**src/hdl/pmp_pkg.sv**
```systemverilog
// Constants, enums and carriers of the parallel port block
package pmp_pkg;

  localparam logic [7:0] REG_CTRL1 = 8'h00;
  localparam logic [7:0] REG_CS1   = 8'h04;
  localparam logic [7:0] REG_CS2   = 8'h08;
  localparam logic [7:0] REG_CTRL2 = 8'h0c;
  localparam logic [7:0] REG_SOUT  = 8'h10;
  localparam logic [7:0] REG_SIN   = 8'h14;

  localparam logic [15:0] CTRL1_RESET = 16'h0000;
  localparam logic [15:0] CTRL1_WMASK = 16'hbbf7;
  localparam logic [15:0] CSCFG_RESET = 16'h0000;
  localparam logic [15:0] CSCFG_WMASK = 16'h01e0;
  localparam logic [15:0] CTRL2_RESET = 16'h0000;
  localparam logic [15:0] CTRL2_WMASK = 16'h0100;

  localparam int CT_ON   = 15;
  localparam int CT_IDLE = 13;
  localparam int CT_MUX  = 11;
  localparam int CT_MODE = 8;
  localparam int CT_CSF  = 6;
  localparam int CT_ALP  = 5;
  localparam int CT_ALM  = 4;
  localparam int CT_HOLD = 2;
  localparam int CT_IRQ  = 0;
  localparam int CS_SM   = 8;
  localparam int CS_ACK  = 7;
  localparam int CS_PORT_WIDTH_SEL = 5;
  localparam int C2_ALT  = 8;
  localparam int C2_BUSY = 15;
  localparam int CS_SEL_BIT = 23;

  typedef enum logic [1:0] {
    PM_LEGACY   = 2'b00,
    PM_BUFFERED = 2'b01,
    PM_ENHANCED = 2'b10,
    PM_MASTER   = 2'b11
  } pmp_mode_e;

  typedef enum logic [1:0] {
    PW_8  = 2'b00,
    PW_4  = 2'b01,
    PW_16 = 2'b10
  } pmp_width_e;

  localparam logic [1:0] IQ_CYCLE = 2'b01;
  localparam logic [1:0] IQ_BUF3  = 2'b11;
  localparam logic [1:0] CF_CS2_A15 = 2'b01;
  localparam logic [1:0] CF_BOTH_A  = 2'b10;

  typedef enum logic [1:0] {
    M_IDLE = 2'b00,
    M_ADDR = 2'b01,
    M_DATA = 2'b10,
    M_DONE = 2'b11
  } pmp_state_e;

  typedef struct packed {
    logic        we;
    logic [23:0] addr;
    logic [15:0] wdata;
  } pmp_req_s;

  typedef struct packed {
    logic        done;
    logic [15:0] rdata;
  } pmp_rsp_s;

endpackage

```
**src/hdl/pmp_port.sv**
```systemverilog
// Parallel master/slave port with Wishbone register slave
//
// Design decisions made here: the Wishbone register port and the register offsets.
`timescale 1ns/100ps
// Functional notes
// - 4-bit and 16-bit master only; 8-bit both
// - Chip select region turns access external
// - Alternate master may drive the port
// - 23 address lines, two selects, two acks
// - Enhanced slave: four-byte buffer addressed by address pins 1:0
// - Swap option exchanges four pin pairs
// - 16-bit muxed: address 15:8 carry data
// - Muxed: address 2,1,0 are latch strobes
// - 4-bit one phase: address 7:4 on data
// - Strobe pins change meaning with strobe style
// - High lane and low lane indicators
// - Port runs only while enabled
// - Idle halt stops port in idle
// - Mux field picks address phase count
// - Mode field picks master or slave kind
// - Placement field moves chip selects
// - Latch polarity bit sets strobe level
// - Smart latching drops the strobe of unchanged phases
// - Bus hold keeps last data value
// - Interrupt mode picks event source
// - Unimplemented control bits read zero
// - Width field: 8, 4 or 16 bits
// - Strobe style: separate or rw plus enable
module pmp_port
  import pmp_pkg::*;
(
  input  wire logic        core_clk,
  input  wire logic        reset,
  input  wire logic        wbCyc,
  input  wire logic        wbStb,
  input  wire logic        wbWe,
  input  wire logic [7:0]  wbAdr,
  input  wire logic [3:0]  wbSel,
  input  wire logic [31:0] wbDatI,
  output logic      [31:0] wbDatO,
  output logic             wbAck,
  input  wire logic        cpuIdle,
  input  wire logic        altPinSwap,
  input  wire logic        cpuValid,
  input  wire pmp_req_s    cpuReq,
  output pmp_rsp_s         cpuRsp,
  input  wire logic        altValid,
  input  wire pmp_req_s    altReq,
  output pmp_rsp_s         altRsp,
  output logic      [22:0] extAddrPinsOut,
  output logic      [22:0] extAddrPinsOe,
  input  wire logic [15:0] extAddrPinsIn,
  output logic      [15:0] extDataPinsOut,
  output logic      [15:0] extDataPinsOe,
  input  wire logic [15:0] extDataPinsIn,
  output logic             chipSelOne,
  output logic             chipSelTwo,
  output logic             writeStrobePinOut,
  output logic             readStrobePinOut,
  output logic             strobePinsOe,
  input  wire logic        writeStrobePinIn,
  input  wire logic        readStrobePinIn,
  input  wire logic        chipSelOneIn,
  output logic             byteLaneHi,
  output logic             byteLaneLo,
  input  wire logic        ackInOne,
  input  wire logic        ackInTwo,
  output logic             irqEvent
);

  function automatic logic [15:0] wrMerge(input logic [15:0] old,
                                          input logic [31:0] dat,
                                          input logic [3:0]  sel,
                                          input logic [15:0] mask);
    logic [15:0] upd;
    upd = old;
    if (sel[0]) upd[7:0] = dat[7:0];
    if (sel[1]) upd[15:8] = dat[15:8];
    return upd & mask;
  endfunction

  function automatic logic [7:0] addrByte(input logic [23:0] a,
                                          input logic [1:0]  p);
    case (p)
      2'd0:    return a[7:0];
      2'd1:    return a[15:8];
      default: return {1'b0, a[22:16]};
    endcase
  endfunction

  function automatic logic [23:0] swapPins(input logic [23:0] v,
                                           input logic        en);
    logic [23:0] s;
    s = v;
    if (en) begin
      s[23] = v[22];
      s[22] = v[23];
      s[5]  = v[18];
      s[18] = v[5];
      s[4]  = v[20];
      s[20] = v[4];
      s[3]  = v[21];
      s[21] = v[3];
    end
    return s;
  endfunction

  logic [15:0] ctrl1;
  logic [15:0] cs1Cfg;
  logic [15:0] cs2Cfg;
  logic [15:0] ctrl2;
  logic [7:0]  slvOut [4];
  logic [7:0]  slvIn  [4];
  pmp_state_e  mstState;
  pmp_req_s    curReq;
  logic        curAlt;
  logic        curCs2;
  logic [1:0]  phase;
  logic [7:0]  lastLatch [3];
  logic [2:0]  latchValid;
  logic        prevWr;
  logic        prevRd;
  logic [1:0]  wIdx;
  logic [1:0]  rIdx;

  // Register decode and read selection
  wire         wbReq   = wbCyc && wbStb && !wbAck;
  wire         wbWrite = wbReq && wbWe;
  wire [31:0]  slvInWord = {slvIn[3], slvIn[2], slvIn[1], slvIn[0]};
  wire [31:0]  slvOutWord = {slvOut[3], slvOut[2], slvOut[1], slvOut[0]};
  wire [15:0]  ctrl2Rd = ctrl2 | {mstState != M_IDLE, 15'h0000};
  wire [31:0]  rdWord =
    (wbAdr == REG_CTRL1) ? {16'h0000, ctrl1} :
    (wbAdr == REG_CS1)   ? {16'h0000, cs1Cfg} :
    (wbAdr == REG_CS2)   ? {16'h0000, cs2Cfg} :
    (wbAdr == REG_CTRL2) ? {16'h0000, ctrl2Rd} :
    (wbAdr == REG_SOUT)  ? slvOutWord :
    (wbAdr == REG_SIN)   ? slvInWord : 32'h0000_0000;

  // Operating conditions
  wire         portOn   = ctrl1[CT_ON];
  wire         running  = portOn && !(ctrl1[CT_IDLE] && cpuIdle);
  wire [1:0]   muxSel   = ctrl1[CT_MUX +: 2];
  wire [1:0]   modeSel  = ctrl1[CT_MODE +: 2];
  wire [1:0]   csPlace  = ctrl1[CT_CSF +: 2];
  wire         latch_strobe_polarity      = ctrl1[CT_ALP];
  wire [1:0]   irqSel   = ctrl1[CT_IRQ +: 2];
  wire         isMaster = running && (modeSel == PM_MASTER);
  wire         isSlave  = running && (modeSel != PM_MASTER);
  wire [15:0]  curCfg   = curCs2 ? cs2Cfg : cs1Cfg;
  wire [1:0]   width    = curCfg[CS_PORT_WIDTH_SEL +: 2];
  wire         w16      = (width == PW_16);
  wire         w4       = (width == PW_4);
  wire         smStyle  = curCfg[CS_SM];
  wire         ackSel   = curCs2 ? ackInTwo : ackInOne;
  wire         ackDone  = !curCfg[CS_ACK] || ackSel;
  wire         finish   = (mstState == M_DATA) && byteLaneLo && ackDone;
  wire         useAlt   = ctrl2[C2_ALT];
  wire         reqValid = useAlt ? altValid : cpuValid;
  wire pmp_req_s reqSel = useAlt ? altReq : cpuReq;
  wire [1:0]   lastPh   = muxSel - 2'd1;
  wire [7:0]   phByte   = addrByte(curReq.addr, phase);
  wire         needLatch = !(ctrl1[CT_ALM] && latchValid[phase] &&
                             lastLatch[phase] == phByte);

  // Master sequencing; a data phase ends only after its pins have stood a cycle
  always_ff @(posedge core_clk) begin
    if (reset || !isMaster) begin
      mstState <= M_IDLE;
    end else begin
      case (mstState)
        M_IDLE:  if (reqValid) mstState <= (muxSel != 2'b00) ? M_ADDR : M_DATA;
        M_ADDR:  if (phase == lastPh) mstState <= M_DATA;
        M_DATA:  if (finish) mstState <= M_DONE;
        M_DONE:  mstState <= M_IDLE;
        default: mstState <= M_IDLE;
      endcase
    end
  end

  always_ff @(posedge core_clk) begin
    if (reset) begin
      curReq <= '0;
      curAlt <= 1'b0;
      curCs2 <= 1'b0;
      phase  <= 2'd0;
    end else if (mstState == M_IDLE) begin
      curReq <= reqSel;
      curAlt <= useAlt;
      curCs2 <= reqSel.addr[CS_SEL_BIT];
      phase  <= 2'd0;
    end else if (mstState == M_ADDR) begin
      phase  <= phase + 2'd1;
    end
  end

  always_ff @(posedge core_clk) begin
    if (reset || !portOn) begin
      latchValid <= 3'b000;
      for (int i = 0; i < 3; i++) lastLatch[i] <= 8'h00;
    end else if (mstState == M_ADDR && needLatch) begin
      latchValid[phase] <= 1'b1;
      lastLatch[phase]  <= phByte;
    end
  end

  wire [15:0] rdCapture =
    w16 ? {(muxSel != 2'b00) ? extAddrPinsIn[15:8] : extDataPinsIn[15:8],
           extDataPinsIn[7:0]} :
    w4  ? {12'h000, extDataPinsIn[3:0]} : {8'h00, extDataPinsIn[7:0]};

  always_ff @(posedge core_clk) begin
    if (reset) begin
      cpuRsp <= '0;
      altRsp <= '0;
    end else begin
      cpuRsp.done <= finish && !curAlt;
      altRsp.done <= finish && curAlt;
      if (finish && !curReq.we) begin
        cpuRsp.rdata <= rdCapture;
        altRsp.rdata <= rdCapture;
      end
    end
  end

  // Pin values: latch strobes, chip selects, address, data and strobes
  wire        inAddr  = (mstState == M_ADDR) && needLatch;
  wire        inData  = (mstState == M_DATA);
  wire        busy    = (mstState != M_IDLE);
  wire [2:0]  latchAct = {inAddr && phase == 2'd2, inAddr && phase == 2'd1,
                          inAddr && phase == 2'd0};
  wire [2:0]  latchPin = latch_strobe_polarity ? latchAct : ~latchAct;
  wire        csOneAct = busy && !curCs2;
  wire        csTwoAct = busy && curCs2;
  wire        hiOnAddr = w16 && (muxSel != 2'b00);
  wire        dataRd   = inData && !curReq.we;
  wire        dataWr   = inData && curReq.we;
  wire        keep4    = w4 && (muxSel == 2'b01) && inData;

  logic [22:0] laOut;
  logic [22:0] laOe;
  always_comb begin
    laOut = curReq.addr[22:0];
    laOe  = {23{isMaster}};
    if (muxSel != 2'b00) laOut[2:0] = latchPin;
    if (hiOnAddr && dataWr) laOut[15:8] = curReq.wdata[15:8];
    if (hiOnAddr && dataRd) laOe[15:8] = 8'h00;
    if (csPlace == CF_CS2_A15 || csPlace == CF_BOTH_A) laOut[15] = csTwoAct;
    if (csPlace == CF_BOTH_A) laOut[14] = csOneAct;
  end

  wire [23:0] pinVal = swapPins({csTwoAct && csPlace != CF_CS2_A15
                                 && csPlace != CF_BOTH_A, laOut}, altPinSwap);
  wire [23:0] pinOe  = swapPins({isMaster, laOe}, altPinSwap);

  logic [15:0] dOut;
  logic [15:0] dDrive;
  always_comb begin
    dOut   = extDataPinsOut;
    dDrive = 16'h0000;
    if (inAddr || (mstState == M_ADDR)) begin
      dOut[7:0]   = phByte;
      dDrive[7:0] = 8'hff;
    end
    if (dataWr) begin
      dOut[7:0]   = curReq.wdata[7:0];
      dDrive[7:0] = w4 ? 8'h0f : 8'hff;
      if (w16 && muxSel == 2'b00) begin
        dOut[15:8]   = curReq.wdata[15:8];
        dDrive[15:8] = 8'hff;
      end
    end
    if (keep4) begin
      dOut[7:4]   = curReq.addr[7:4];
      dDrive[7:4] = 4'hf;
    end
    if (isSlave && readStrobePinIn && chipSelOneIn) begin
      dOut[7:0]   = slvOut[modeSel == PM_ENHANCED ? extAddrPinsIn[1:0] :
                           modeSel == PM_BUFFERED ? rIdx : 2'd0];
      dDrive[7:0] = 8'hff;
    end
  end

  // Keeper holds the last value on every lane while mastering, except in a read data phase
  wire        holdOn   = ctrl1[CT_HOLD] && isMaster && !dataRd;
  wire [15:0] next_dataOe = dDrive | {16{holdOn}};
  wire        next_wrPin = smStyle ? inData : dataWr;
  wire        next_rdPin = smStyle ? (busy && !curReq.we) : dataRd;

  always_ff @(posedge core_clk) begin
    if (reset) begin
      extAddrPinsOut    <= '0;
      extAddrPinsOe     <= '0;
      chipSelTwo        <= 1'b0;
      chipSelOne        <= 1'b0;
      extDataPinsOut    <= '0;
      extDataPinsOe     <= '0;
      writeStrobePinOut <= 1'b0;
      readStrobePinOut  <= 1'b0;
      strobePinsOe      <= 1'b0;
      byteLaneHi        <= 1'b0;
      byteLaneLo        <= 1'b0;
    end else begin
      extAddrPinsOut    <= pinVal[22:0];
      extAddrPinsOe     <= pinOe[22:0];
      chipSelTwo        <= pinVal[23];
      chipSelOne        <= csOneAct && csPlace != CF_BOTH_A;
      extDataPinsOut    <= dOut;
      extDataPinsOe     <= next_dataOe;
      writeStrobePinOut <= next_wrPin;
      readStrobePinOut  <= next_rdPin;
      strobePinsOe      <= isMaster;
      byteLaneHi        <= inData && w16;
      byteLaneLo        <= inData;
    end
  end

  // Slave side: legacy, buffered and addressed buffers
  wire        slvWrEdge = isSlave && chipSelOneIn && writeStrobePinIn && !prevWr;
  wire        slvRdEdge = isSlave && chipSelOneIn && readStrobePinIn && !prevRd;
  wire [1:0]  wSlot = (modeSel == PM_ENHANCED) ? extAddrPinsIn[1:0] :
                      (modeSel == PM_BUFFERED) ? wIdx : 2'd0;
  wire [1:0]  rSlot = (modeSel == PM_ENHANCED) ? extAddrPinsIn[1:0] :
                      (modeSel == PM_BUFFERED) ? rIdx : 2'd0;
  wire        slot3 = (modeSel != PM_LEGACY) &&
                      ((slvWrEdge && wSlot == 2'd3) || (slvRdEdge && rSlot == 2'd3));
  wire        next_irq = (irqSel == IQ_CYCLE && (finish || slvWrEdge || slvRdEdge)) ||
                         (irqSel == IQ_BUF3 && slot3);

  always_ff @(posedge core_clk) begin
    if (reset) begin
      prevWr   <= 1'b0;
      prevRd   <= 1'b0;
      wIdx     <= 2'd0;
      rIdx     <= 2'd0;
      irqEvent <= 1'b0;
      for (int i = 0; i < 4; i++) slvIn[i] <= 8'h00;
    end else begin
      prevWr   <= writeStrobePinIn && chipSelOneIn;
      prevRd   <= readStrobePinIn && chipSelOneIn;
      irqEvent <= next_irq;
      if (slvWrEdge) begin
        slvIn[wSlot] <= extDataPinsIn[7:0];
        wIdx         <= wIdx + 2'd1;
      end
      if (slvRdEdge) rIdx <= rIdx + 2'd1;
    end
  end

  // Register file and Wishbone answer, one cycle after the request
  always_ff @(posedge core_clk) begin
    if (reset) begin
      ctrl1  <= CTRL1_RESET;
      cs1Cfg <= CSCFG_RESET;
      cs2Cfg <= CSCFG_RESET;
      ctrl2  <= CTRL2_RESET;
      wbAck  <= 1'b0;
      wbDatO <= 32'h0000_0000;
      for (int i = 0; i < 4; i++) slvOut[i] <= 8'h00;
    end else begin
      wbAck  <= wbReq;
      wbDatO <= wbReq ? rdWord : 32'h0000_0000;
      if (wbWrite && wbAdr == REG_CTRL1) ctrl1 <= wrMerge(ctrl1, wbDatI, wbSel, CTRL1_WMASK);
      if (wbWrite && wbAdr == REG_CS1) cs1Cfg <= wrMerge(cs1Cfg, wbDatI, wbSel, CSCFG_WMASK);
      if (wbWrite && wbAdr == REG_CS2) cs2Cfg <= wrMerge(cs2Cfg, wbDatI, wbSel, CSCFG_WMASK);
      if (wbWrite && wbAdr == REG_CTRL2) ctrl2 <= wrMerge(ctrl2, wbDatI, wbSel, CTRL2_WMASK);
      if (wbWrite && wbAdr == REG_SOUT) begin
        for (int i = 0; i < 4; i++) if (wbSel[i]) slvOut[i] <= wbDatI[8*i +: 8];
      end
    end
  end
endmodule

```
**config.mk**
```make
export PLATFORM = sky130hd
export DESIGN_NAME = pmp_port
export DESIGN_NICKNAME = d
export VERILOG_FILES = /design/src/hdl/pmp_pkg.sv /design/src/hdl/pmp_port.sv
export SDC_FILE = /design/constraint.sdc
export NUM_CORES = 1
export LEC_CHECK = 0
export ABC_AREA = 1
export BUFFER_PORTS_ARGS = -buffer_cell sky130_fd_sc_hd__buf_2
export CAP_MARGIN = 0
export CORE_ASPECT_RATIO = 0.7
export CORE_MARGIN = 5
export CORE_UTILIZATION = 30
export DETAILED_ROUTE_END_ITERATION = 12
export SLEW_MARGIN = 20
export SYNTH_ARGS = -nofsm -noshare
export SYNTH_HDL_FRONTEND = slang
export SYNTH_SLANG_ARGS = --single-unit
```
**constraint.sdc**
```tcl
create_clock -name core_clk -period 4.8 [get_ports core_clk]
set_input_delay 0.24 -clock core_clk [delete_from_list [all_inputs] [get_ports core_clk]]
set_output_delay 0.24 -clock core_clk [all_outputs]
set_load 0.01 [all_outputs]
```
==> impl_metrics.py <==
metrics = {
    "timing": {
        "min_period_over_period": 0.7016,
        "setup-tns-final_ns": 0,
        "grt_setup_unrepaired": "no",
        "drv_slew": 0,
        "worst_slack_ns": 1.432,
        "hold_viol": 0,
        "skew_ns": 0.01628,
        "slew_headroom": 0.2914,
        "whs_ns": 0.02697,
        "period_minus_slack_ns": 3.368,
        "max_freq_ghz": 0.2969,
        "setup_violations": 0,
        "worst_slew_pin_slew_ns": 1.062,
    },
    "clocking": {
        "cts_setup_buffers": 0,
        "ctsResizeCount": 0,
        "cts-htree-levels": 1,
        "cts_tree": "built",
        "clockBufferDepth": 3,
        "cts_sinks": 277,
        "clk_pin_slew_worst_paths_ns": 0.06,
        "root_buffer": "clkbuf_16",
        "cts-buffers-inserted": 31,
        "hold_buffers": 131,
        "insertion_delay_ns": 0.57,
    },
    "placed_design": {
        "gp_congestion": 0.9589,
        "post-place-cells": 2224,
        "place_area_um2": 14040,
        "pre_cts_ws_ns": 1.477,
        "post-dp-hpwl_mm": 34.37,
        "port_buffers": 318,
    },
    "finish": {
        "drive_gt1_frac": 0.2184,
        "nets": 2029,
        "final_cell_area_um2": 16400,
        "finish.utilization": 0.4012,
        "fillerInstances": 4088,
        "final_cells": 2413,
        "syn_to_final_growth_pct": 32.70,
    },
    "synthesis": {
        "synthXorXnorAreaFrac": 0.002126,
        "yosys.area_share.simple": 0.1973,
        "synth_fa_ha_area_frac": 0.01316,
        "syn-num-nets": 1649,
        "avgSynthCellArea_um2": 8.443,
        "synth_enable_flop_cells": 96,
        "yosysSeqAreaShare": 0.5264,
        "muxShareOfSynthArea": 0.02186,
        "syn_area_um2": 12360,
        "synthDistinctLibCells": 46,
        "synth_flop_cell": "dfxtp_1",
        "ys_ff_latch": 277,
        "syn_inst": 1464,
        "synth_compound_area_frac": 0.1345,
        "async_flop_share": 0,
        "synth_top_family_by_area": "simple AND/OR/NAND/NOR gates",
        "yosysWarnings": 0,
    },
    "routing": {
        "vias_per_cell": 4.883,
        "firstDrtPassIters": 5,
        "vias": 11783,
        "routedWlPerCell_um": 19.37,
        "routed_wl_mm": 46.73,
        "route.detailed.drc": 0,
        "ant_nets": 0,
        "drt_iter0_drc": 1087,
    },
    "hold_path": {
        "hp-class": "in2reg",
    },
    "grt": {
        "grt_max_degree": 81,
        "antenna_found_initial": 1,
        "grt_overflow": 0,
        "grt_pass1_wl_mm": 68.59,
        "grt_pass1_vias": 11289,
        "grtUsageTotal": 0.1958,
    },
    "floorplan": {
        "coreArea_um2": 40880,
        "rows": 62,
        "start_util": 0.3024,
        "dieArea_um2": 45430,
        "die-width_um": 252.6,
        "ioPinCount": 325,
        "die_h_um": 179.8,
    },
    "job": {
        "cap_violations": 0,
    },
    "pwr": {
        "swShare": 0.2267,
        "power.switching_mw": 1.199,
        "power_mw": 5.288,
        "p_comb_frac": 0.062,
        "p_int_mw": 4.090,
        "leakage_nw": 7.279,
        "power_frac_seq": 0.473,
        "ir_worst_vdd_v": 0.0002262,
        "power_frac_clock": 0.466,
        "power.density_nw_per_um2": 322.4,
    },
    "setup_path": {
        "cp.required_ns": 4.98,
        "crit_type": "reg2reg",
        "end_kind": "flop",
        "cp-start-kind": "flop",
        "arrival_ns": 3.55,
        "critPathMaxFanout": 11,
    },
    "outcome": {
        "status": "finished clean",
    },
}
==> registers in the layout, summed over array words and instances (netlist names), 2 cells and up, named ones only <==
signal and cells:
phase 2, wbDatO 32, extAddrPinsOut 23, rIdx 2, extDataPinsOut 16, altRsp 17
slvOut 32, curReq 40, cs2Cfg 4, extDataPinsOe 3, extAddrPinsOe 2, latchValid 3
slvIn 32, mstState 2, lastLatch 32, cs1Cfg 4, wIdx 2, ctrl1 13
==> worst max-delay path, stage by stage, from the launching register on <==
cell and delay (ns):
dfxtp_1 0.46, inv_1 0.16, ha_1 0.41, nand2_1 0.14, nand2_1 0.11, o21ai_1 0.36, nand2_1 0.10, nand2_1 0.08
inv_1 0.04, nand2_1 0.04, nor2_1 0.07, nand2_4 0.16, nand3_1 0.11, nor2_1 0.73
==> cell families after synthesis <==
kind of cell,Yosys count
xor gates and xnor gates,3
and+or+nand+nor,568
AOI/OAI and AO/OA,295
adders and majority gates,13
DFF,277
muxes,27
buffers and inverters,281
==> per-layer routing <==
metal	routed length, um	GRT usage	vias to the layer above
li1	-	-	5573
met1	21240	0.2911	5534
met2	19620	0.2919	603
met3	4257	0.02817	73
met4	1613	0.06489	0
met5	0	0	-
==> cells in the mapped netlist (all sizes together), types with 8 or more instances <==
library cell    n  area, um^2
edfxtp         96        2883
a21oi          98       490.5
nand2         258       993.4
a31oi          13       81.33
clkbuf         33       123.9
mux2i          27       270.3
nand4           9       101.4
a211oi         16       120.1
inv           169       634.4
nor3           21       136.4
nor2          199       777.0
nand3          78       405.4
o21ai         117       589.3
ha             13       162.7
buf            77       528.0
dfxtp         181        3623
o22ai          21       131.4
o32ai           9       78.83
o211ai          8       60.06
==> cell usage in the layout (no fill, tap or decap), types with 6 or more instances in the layout <==
cell type and instances:
buf_2 318, nand2_1 252, nor2_1 192, dfxtp_1 180, inv_1 164, dlygate4sd3_1 131
o21ai_0 114, a21oi_1 98, edfxtp_1 96, nand3_1 75, clkbuf_16 32, mux2i_1 27
o22ai_1 21, nor3_1 16, a211oi_1 16, a31oi_1 13, ha_1 13, o32ai_1 9
o211ai_1 8, clkbuf_1 8, buf_4 8, nand4_1 6, inv_2 6, clkinv_2 6
==> cell type report <==
cell class / instances / area, um^2 / share of cell area
clock inverter: 15 / 185.2 / 0.01129
clock buffer: 42 / 858.3 / 0.05233
multi-input combinational: 906 / 4563 / 0.2782
timing repair buffer: 457 / 2963 / 0.1806
sequential: 277 / 6507 / 0.3967
antenna: 1 / 2.502 / 0.0001526
inverter: 171 / 641.9 / 0.03913
tap: 544 / 680.7 / 0.04150
==> power groups by stage <==
stage	Sequential (mW)	Combinational, mW	Clock [mW]
6_report	2.50	0.326	2.46
4_1_cts	2.50	0.324	2.51
2_1_floorplan	2.54	0.106	0
3_3_place_gp	2.55	0.243	0
5_1_grt	2.50	0.355	2.62
3_5_place_dp	2.55	0.246	0
==> worst paths after layout <==
path                   start              end  slack, ns  depth (start not counted)
setup reg to reg    phase[0]  lastLatch[3][1]       1.43                         13
setup / recovery    phase[0]  lastLatch[3][1]       1.43                         13
hold / removal    altReq[23]       curReq[23]       0.03                          3
hold reg to reg       curAlt       cpuRsp[16]       0.42                          1
No activity file was read; power rests on OpenSTA's default activity.
